--- src/hw/hbst_pkg.sv ---
`default_nettype none
package hbst_pkg;
	// Register byte addresses
	localparam logic [15:0] OFF_BLANK_POS = 16'h8334;
	localparam logic [15:0] OFF_SYNC_POS  = 16'h8338;
	localparam logic [15:0] OFF_CONTROL   = 16'h8300;
	// Field positions
	localparam int HI_MSB     = 26;
	localparam int HI_LSB     = 19;
	localparam int LO_MSB     = 10;
	localparam int LO_LSB     = 3;
	localparam int LOCK_BIT   = 0;
	// Reset value, field mask and response codes
	localparam logic [7:0]  POS_RESET  = 8'h00;
	localparam logic [31:0] FIELD_MASK = 32'h07f8_07f8;
	localparam logic [1:0]  RESP_OKAY  = 2'b00;
	localparam logic [1:0]  RESP_SLVERR = 2'b10;

	typedef struct packed {
		logic hblank;
		logic hsync;
		logic line_advance;
	} hbst_video_t;
endpackage
`default_nettype wire

--- src/hw/hbst_timing.sv ---
`timescale 1ns/10ps
`default_nettype none
// How it works
// Blank asserts when character count equals blank start field plus one.
// Software keeps blanking at least four character clocks long.
// Sync deasserts when character count equals sync end field plus one.
// Sync asserts when character count equals sync start field plus one.
// Each sync transition pulses the vertical line advance output.
// Timing position writes ignored while locked; reserved bits read zero.
module hbst_timing (
	// Clock and reset
	input  wire logic               clock,
	input  wire logic               resetn,
	// Timing interface
	input  wire logic [7:0]         char_count,
	input  wire logic               blank_end_hit,
	output var  hbst_pkg::hbst_video_t video,
	// AXI4-Lite write
	input  wire logic [15:0]        s_awaddr,
	input  wire logic               s_awvalid,
	output logic                    s_awready,
	input  wire logic [31:0]        s_wdata,
	input  wire logic [3:0]         s_wstrb,
	input  wire logic               s_wvalid,
	output logic                    s_wready,
	output logic [1:0]              s_bresp,
	output logic                    s_bvalid,
	input  wire logic               s_bready,
	// AXI4-Lite read
	input  wire logic [15:0]        s_araddr,
	input  wire logic               s_arvalid,
	output logic                    s_arready,
	output logic [31:0]             s_rdata,
	output logic [1:0]              s_rresp,
	output logic                    s_rvalid,
	input  wire logic               s_rready
);
	// ----------------------------------------
	// Registers
	// ----------------------------------------
	logic [7:0]  hblank_begin_pos;
	logic [7:0]  hblank_end_pos;
	logic [7:0]  hsync_begin_pos;
	logic [7:0]  hsync_end_pos;
	logic        lock;
	logic        aw_held;
	logic        w_held;
	logic [15:0] aw_addr;
	logic [31:0] w_data;
	logic [3:0]  w_strb;

	// ----------------------------------------
	// Write channel
	// ----------------------------------------
	wire do_write  = aw_held && w_held && !s_bvalid;
	wire hit_blank = aw_addr == hbst_pkg::OFF_BLANK_POS;
	wire hit_sync  = aw_addr == hbst_pkg::OFF_SYNC_POS;
	wire hit_ctrl  = aw_addr == hbst_pkg::OFF_CONTROL;
	wire hit_any   = hit_blank || hit_sync || hit_ctrl;
	// Timing positions only change when unlocked, so a live display is safe
	wire wr_timing = do_write && !lock;
	wire wr_lo     = w_strb[1] && w_strb[0];
	wire wr_hi     = w_strb[3] && w_strb[2];
	// Low field bits are dropped, pixel counts act on 8-pixel boundaries
	wire [7:0] lo_field = w_data[hbst_pkg::LO_MSB:hbst_pkg::LO_LSB];
	wire [7:0] hi_field = w_data[hbst_pkg::HI_MSB:hbst_pkg::HI_LSB];

	always_ff @(posedge clock) begin
		if (!resetn) begin
			aw_held <= 1'b0;
			w_held  <= 1'b0;
			aw_addr <= 16'h0000;
			w_data  <= 32'h0000_0000;
			w_strb  <= 4'h0;
		end else begin
			if (s_awvalid && s_awready) begin
				aw_held <= 1'b1;
				aw_addr <= s_awaddr;
			end else if (do_write) begin
				aw_held <= 1'b0;
			end
			if (s_wvalid && s_wready) begin
				w_held <= 1'b1;
				w_data <= s_wdata;
				w_strb <= s_wstrb;
			end else if (do_write) begin
				w_held <= 1'b0;
			end
		end
	end

	always_ff @(posedge clock) begin
		if (!resetn) begin
			s_awready <= 1'b0;
			s_wready  <= 1'b0;
			s_bvalid  <= 1'b0;
			s_bresp   <= hbst_pkg::RESP_OKAY;
		end else begin
			s_awready <= !aw_held && !(s_awvalid && s_awready);
			s_wready  <= !w_held && !(s_wvalid && s_wready);
			if (do_write) begin
				s_bvalid <= 1'b1;
				s_bresp  <= hit_any ? hbst_pkg::RESP_OKAY : hbst_pkg::RESP_SLVERR;
			end else if (s_bready) begin
				s_bvalid <= 1'b0;
			end
		end
	end

	always_ff @(posedge clock) begin
		if (!resetn) begin
			hblank_begin_pos <= hbst_pkg::POS_RESET;
			hblank_end_pos   <= hbst_pkg::POS_RESET;
			hsync_begin_pos  <= hbst_pkg::POS_RESET;
			hsync_end_pos    <= hbst_pkg::POS_RESET;
			lock             <= 1'b0;
		end else begin
			if (do_write && hit_ctrl && w_strb[0])
				lock <= w_data[hbst_pkg::LOCK_BIT];
			if (wr_timing && hit_blank && wr_lo)
				hblank_begin_pos <= lo_field;
			if (wr_timing && hit_blank && wr_hi)
				hblank_end_pos <= hi_field;
			if (wr_timing && hit_sync && wr_lo)
				hsync_begin_pos <= lo_field;
			if (wr_timing && hit_sync && wr_hi)
				hsync_end_pos <= hi_field;
		end
	end

	// ----------------------------------------
	// Read channel
	// ----------------------------------------
	wire [31:0] rd_blank = {5'h00, hblank_end_pos, 3'h0, 5'h00, hblank_begin_pos, 3'h0};
	wire [31:0] rd_sync  = {5'h00, hsync_end_pos, 3'h0, 5'h00, hsync_begin_pos, 3'h0};
	wire [31:0] rd_ctrl  = {31'h0000_0000, lock};
	wire        rd_ok    = s_araddr == hbst_pkg::OFF_BLANK_POS || s_araddr == hbst_pkg::OFF_SYNC_POS
		|| s_araddr == hbst_pkg::OFF_CONTROL;
	wire [31:0] rd_mux   = (s_araddr == hbst_pkg::OFF_BLANK_POS) ? rd_blank :
		(s_araddr == hbst_pkg::OFF_SYNC_POS) ? rd_sync :
		(s_araddr == hbst_pkg::OFF_CONTROL) ? rd_ctrl : 32'h0000_0000;

	always_ff @(posedge clock) begin
		if (!resetn) begin
			s_arready <= 1'b0;
			s_rvalid  <= 1'b0;
			s_rdata   <= 32'h0000_0000;
			s_rresp   <= hbst_pkg::RESP_OKAY;
		end else begin
			s_arready <= !s_rvalid && !(s_arvalid && s_arready);
			if (s_arvalid && s_arready) begin
				s_rvalid <= 1'b1;
				s_rdata  <= rd_mux;
				s_rresp  <= rd_ok ? hbst_pkg::RESP_OKAY : hbst_pkg::RESP_SLVERR;
			end else if (s_rready) begin
				s_rvalid <= 1'b0;
			end
		end
	end

	// ----------------------------------------
	// Blank and sync generation
	// ----------------------------------------
	// Blank interval of under four clocks is not guarded here; software keeps it
	wire hit_blank_start = char_count == hblank_begin_pos + 8'h01;
	wire hit_sync_start  = char_count == hsync_begin_pos + 8'h01;
	wire hit_sync_end    = char_count == hsync_end_pos + 8'h01;
	wire next_hblank     = hit_blank_start ? 1'b1 : (blank_end_hit ? 1'b0 : video.hblank);
	wire next_hsync      = hit_sync_start ? 1'b1 : (hit_sync_end ? 1'b0 : video.hsync);
	wire next_advance    = next_hsync != video.hsync;

	always_ff @(posedge clock) begin
		if (!resetn) begin
			video <= '0;
		end else begin
			video.hblank       <= next_hblank;
			video.hsync        <= next_hsync;
			video.line_advance <= next_advance;
		end
	end

	a_blank_start: assert property (@(posedge clock) disable iff (!resetn)
		hit_blank_start |=> video.hblank)
		else $error("blank not raised at start position");
	a_sync_start: assert property (@(posedge clock) disable iff (!resetn)
		hit_sync_start |=> video.hsync)
		else $error("sync not raised at start position");
	a_sync_end: assert property (@(posedge clock) disable iff (!resetn)
		(hit_sync_end && !hit_sync_start) |=> !video.hsync)
		else $error("sync not dropped at end position");
	a_line_adv: assert property (@(posedge clock) disable iff (!resetn)
		(video.hsync != $past(video.hsync)) |-> video.line_advance)
		else $error("line advance missing on sync edge");
	a_lock_hold: assert property (@(posedge clock) disable iff (!resetn)
		lock |=> $stable(hsync_begin_pos) && $stable(hblank_begin_pos))
		else $error("timing changed while locked");
	a_adv_pulse: assert property (@(posedge clock) disable iff (!resetn)
		video.line_advance |-> (video.hsync != $past(video.hsync)))
		else $error("line advance without sync edge");
	a_sync_quiet: assert property (@(posedge clock) disable iff (!resetn)
		(!hit_sync_start && !hit_sync_end) |=> $stable(video.hsync))
		else $error("sync moved away from its positions");
	a_blank_quiet: assert property (@(posedge clock) disable iff (!resetn)
		(!hit_blank_start && !blank_end_hit) |=> $stable(video.hblank))
		else $error("blank moved without start or end");
	a_blank_end: assert property (@(posedge clock) disable iff (!resetn)
		(blank_end_hit && !hit_blank_start) |=> !video.hblank)
		else $error("blank not dropped at blank end");

	// ----------------------------------------
	// Register bus checks
	// ----------------------------------------
	a_reserved_zero: assert property (@(posedge clock) disable iff (!resetn)
		s_rvalid |-> (s_rdata[31:27] == 5'h00 && s_rdata[15:11] == 5'h00))
		else $error("reserved bits read nonzero");
	a_lock_ends: assert property (@(posedge clock) disable iff (!resetn)
		lock |=> $stable(hsync_end_pos) && $stable(hblank_end_pos))
		else $error("end positions changed while locked");
	a_read_err: assert property (@(posedge clock) disable iff (!resetn)
		(s_arvalid && s_arready && !rd_ok) |=> (s_rresp == hbst_pkg::RESP_SLVERR && s_rdata == 32'h0000_0000))
		else $error("unmapped read not refused");
	a_write_err: assert property (@(posedge clock) disable iff (!resetn)
		(do_write && !hit_any) |=> (s_bvalid && s_bresp == hbst_pkg::RESP_SLVERR))
		else $error("unmapped write not refused");
endmodule
`default_nettype wire

--- config.mk ---
export PLATFORM = sky130hd
export DESIGN_NAME = hbst_timing
export DESIGN_NICKNAME = d
export VERILOG_FILES = /design/src/hw/hbst_pkg.sv /design/src/hw/hbst_timing.sv
export SDC_FILE = /design/constraint.sdc
export NUM_CORES = 1
export LEC_CHECK = 0
export ABC_AREA = 0
export ABC_CLOCK_PERIOD_IN_PS = 3600
export BUFFER_PORTS_ARGS = -buffer_cell sky130_fd_sc_hd__buf_4
export CAP_MARGIN = 40
export CORE_UTILIZATION = 56
export DETAILED_ROUTE_END_ITERATION = 8
export PLACE_DENSITY = 0.85
export SYNTH_ARGS = -nofsm -noshare
export SYNTH_HDL_FRONTEND = slang
export SYNTH_SLANG_ARGS = --single-unit
--- constraint.sdc ---
create_clock -name clock -period 3.6 [get_ports clock]
set_input_delay 0 -clock clock [delete_from_list [all_inputs] [get_ports clock]]
set_output_delay 0 -clock clock [all_outputs]
set_load 0.05 [all_outputs]
==> impl_metrics.json <==
{
  "hold_class": "input port to register",
  "min_period_over_period": 0.601,
  "drive_above_1_share": 0.183,
  "power.leakage_nw": 2.22,
  "die_x_um": 92.8,
  "dpl.hpwl_mm": 7.45,
  "cts_root_buf": "clkbuf_8",
  "clk_latency_ns": 0.37,
  "skew_ns": 0.00836,
  "syn_area_per_cell_um2": 8.95,
  "io_buffers": 95,
  "ctsResizeCount": 0,
  "initialDrtViolationCount": 143,
  "ys_seq_area_frac": 0.429,
  "ff2ff_setup_slack_ns": 1.44,
  "cp_max_fo": 6,
  "initial_core_util": 0.588,
  "hold_buffers": 40,
  "cts_max_level": 3,
  "p_int_mw": 1.66,
  "wl_per_cell_um": 15.1,
  "post_cts_buffers": 0,
  "path_buf_inv": 0,
  "tightestPinTransition_ns": 0.771,
  "tns_ns": 0,
  "cpLargestDelayFamily": "simple AND/OR/NAND/NOR gates",
  "synth_ff_type": "dfxtp_1",
  "required_ns": 3.91,
  "insertedDiodeCount": 0,
  "gp_congestion": 0.825,
  "slew_viol_final": 0,
  "antenna_found_initial": 0,
  "async_reset_ff_frac": 0,
  "vias_per_cell": 5.44,
  "first_global_vias": 3853,
  "nNetsFinal": 727,
  "die_area_um2": 8610,
  "ys.warnings.count": 0,
  "multi_input_area_um2": 2460,
  "post-route-drc-count": 0,
  "critPathMaxStageDelay_ns": 0.48,
  "drv_cap": 0,
  "dpl_cell_area_um2": 5320,
  "io_pins": 128,
  "fin_area_um2": 5950,
  "areaGrowthSynthToFinish_pct": 28.8,
  "p_clk_frac": 0.360,
  "ant_nets": 0,
  "grt_overflow": 0,
  "crit_path_end_kind": "register",
  "p_total_mw": 2.21,
  "cts_tree": "done",
  "syn_inst": 516,
  "fmax_ghz": 0.463,
  "die_y_um": 92.8,
  "dp.cells": 691,
  "cts_sinks": 99,
  "crit_slowest_cell": "or4bb_1",
  "switching_share": 0.249,
  "crit_type": "register to register",
  "regArea_um2": 1980,
  "relSlewSlack": 0.486,
  "numCtsBuffers": 9,
  "routed_wl_mm": 11.2,
  "p_comb_frac": 0.124,
  "rows": 32,
  "status": "finished, final reports clean",
  "synth_edf_count": 0,
  "first_pass_iters": 4,
  "grt_pass1_wl_mm": 18.3,
  "p_switching_mw": 0.551,
  "ys_ff_latch": 99,
  "ctsLongestPathBuffers": 2,
  "cp-start-kind": "register",
  "power_density_nw_per_um2": 372,
  "final_cells": 747,
  "hold_viol_final": 0,
  "path_cells": "ha_1, nand3_1, o21ai_0, or4bb_1, a311oi_1, and3_1, o21a_1",
  "grt_max_degree": 84,
  "synth_cell_type_count": 55,
  "grt_use_total": 0.271,
  "coreArea_um2": 7850,
  "setup_viol": 0,
  "cp.arrival_ns": 2.48,
  "nFillCells": 558,
  "layout_min_cycle_time_ns": 2.16,
  "vdd_drop_max_mv": 0.283,
  "synthesis.area_um2": 4620,
  "rsz0062_at_grt": "no",
  "p_seq_frac": 0.516,
  "clk_pin_slew_worst_paths_ns": 0.09,
  "vias": 4061
}
[sequential cells by signal, summed over array words and instances (netlist names)]
signal            flops
s_rdata              17
w_data               17
aw_addr              16
hblank_begin_pos      8
hblank_end_pos        8
hsync_begin_pos       8
hsync_end_pos         8
w_strb                4
video                 3
aw_held               1
lock                  1
s_arready             1
s_awready             1
s_bresp               1
s_bvalid              1
s_rresp               1
s_rvalid              1
s_wready              1
w_held                1
[power groups by stage]
stage	Sequential, mW	Clock (mW)	Combinational [mW]
floorplan	1.18	0	0.143
global placement	1.16	0	0.229
detailed placement	1.17	0	0.236
CTS	1.14	0.803	0.271
global route	1.14	0.852	0.296
finish	1.14	0.797	0.275
[Yosys cell counts (2+ instances only)]
cell | n | area, um^2
a21boi_0 | 38 | 285
a21boi_1 | 2 | 15.0
a21oi_1 | 2 | 10.0
a22oi_1 | 16 | 120
and2_1 | 3 | 18.8
and3_1 | 5 | 31.3
and4_1 | 3 | 26.3
buf_4 | 17 | 128
clkbuf_1 | 22 | 82.6
dfxtp_1 | 99 | 1980
ha_1 | 3 | 37.5
inv_1 | 5 | 18.8
mux2i_1 | 33 | 330
nand2_1 | 101 | 379
nand2b_1 | 7 | 43.8
nand3_1 | 10 | 50.1
nand3b_1 | 3 | 22.5
nand4_1 | 2 | 12.5
nand4b_1 | 6 | 52.6
nor2_1 | 7 | 26.3
nor2_4 | 4 | 45.0
nor2b_1 | 35 | 219
nor3_1 | 4 | 20.0
nor4_1 | 5 | 31.3
nor4b_1 | 2 | 17.5
o2111ai_1 | 3 | 26.3
o211ai_1 | 2 | 15.0
o21a_1 | 4 | 30.0
o21ai_0 | 12 | 60.1
o21ai_1 | 13 | 65.1
xnor2_1 | 16 | 140
xor2_1 | 9 | 78.8
[stage by stage]
step / utilization / worst slack [ns] / hold WS, ns
2_1_floorplan: - / 1.66 / 0.145
3_3_place_gp: 0.677 / 1.53 / 0.263
5_1_grt: 0.758 / 1.25 / 0.0627
3_5_place_dp: 0.678 / 1.47 / 0.266
4_1_cts: 0.758 / 1.45 / 0.0441
6_report: 0.758 / 1.44 / 0.0418
[area by class of cell]
class,count,share of cell area
sequential,99,0.333
clock inverter,5,0.0141
inverter,6,0.00379
tap,102,0.0215
multi-input combinational,387,0.413
timing repair buffer,137,0.190
clock buffer,11,0.0238
[worst reg2reg max path, stage by stage, from the launching register on]
cell and delay, ns:
dfxtp_1 0.45, ha_1 0.25, nand3_1 0.14, o21ai_0 0.19, or4bb_1 0.48, a311oi_1 0.27, and3_1 0.20, o21a_1 0.13
[path summary, 6_finish.rpt]
kind | depth (start not counted) | to | startpoint
setup / recovery | 7 | video[0] | hsync_end_pos[0]
hold / removal | 4 | s_rdata[3] | s_arvalid
setup reg to reg | 7 | video[0] | hsync_end_pos[0]
hold reg to reg | 2 | s_rdata[22] | s_rdata[22]
[cell usage in the layout (no fill, tap or decap), types with 2 or more instances in the layout]
cell type,Yosys,layout
a21boi_0,38,38
a21boi_1,2,2
a21oi_1,2,2
a22oi_1,16,16
and2_1,3,3
and3_1,5,5
and4_1,3,3
buf_4,17,96
bufinv_16,0,2
clkbuf_8,0,10
clkinvlp_4,0,2
conb_1,1,17
dfxtp_1,99,99
dlygate4sd3_1,0,40
ha_1,3,3
inv_1,5,5
mux2i_1,33,33
nand2_1,101,101
nand2b_1,7,7
nand3_1,10,10
nand3b_1,3,3
nand4_1,2,2
nand4b_1,6,6
nor2_1,7,7
nor2_4,4,4
nor2b_1,35,35
nor3_1,4,4
nor4_1,5,5
nor4b_1,2,2
o2111ai_1,3,3
o211ai_1,2,2
o21a_1,4,4
o21ai_0,12,12
o21ai_1,13,13
xnor2_1,16,16
xor2_1,9,9
[kinds of logic after synthesis]
group,synth area share
AOI/OAI and AO/OA,0.153
xor gates and xnor gates,0.0474
adders and majority gates,0.0103
buffers and inverters,0.0515
DFF,0.429
muxes,0.0715
other,0.000812
and+or+nand+nor,0.237
[routing by layer]
layer / global-route usage / wire length [um] / up-vias / part of all wire
met5: 0 / 0 / - / 0
met4: 0.110 / 228 / 0 / 0.020
met3: 0.0509 / 763 / 19 / 0.068
met2: 0.475 / 5510 / 152 / 0.49
met1: 0.323 / 4750 / 1888 / 0.42
li1: - / - / 2002 / -
Note: power is estimated with default switching activity, not from simulation.
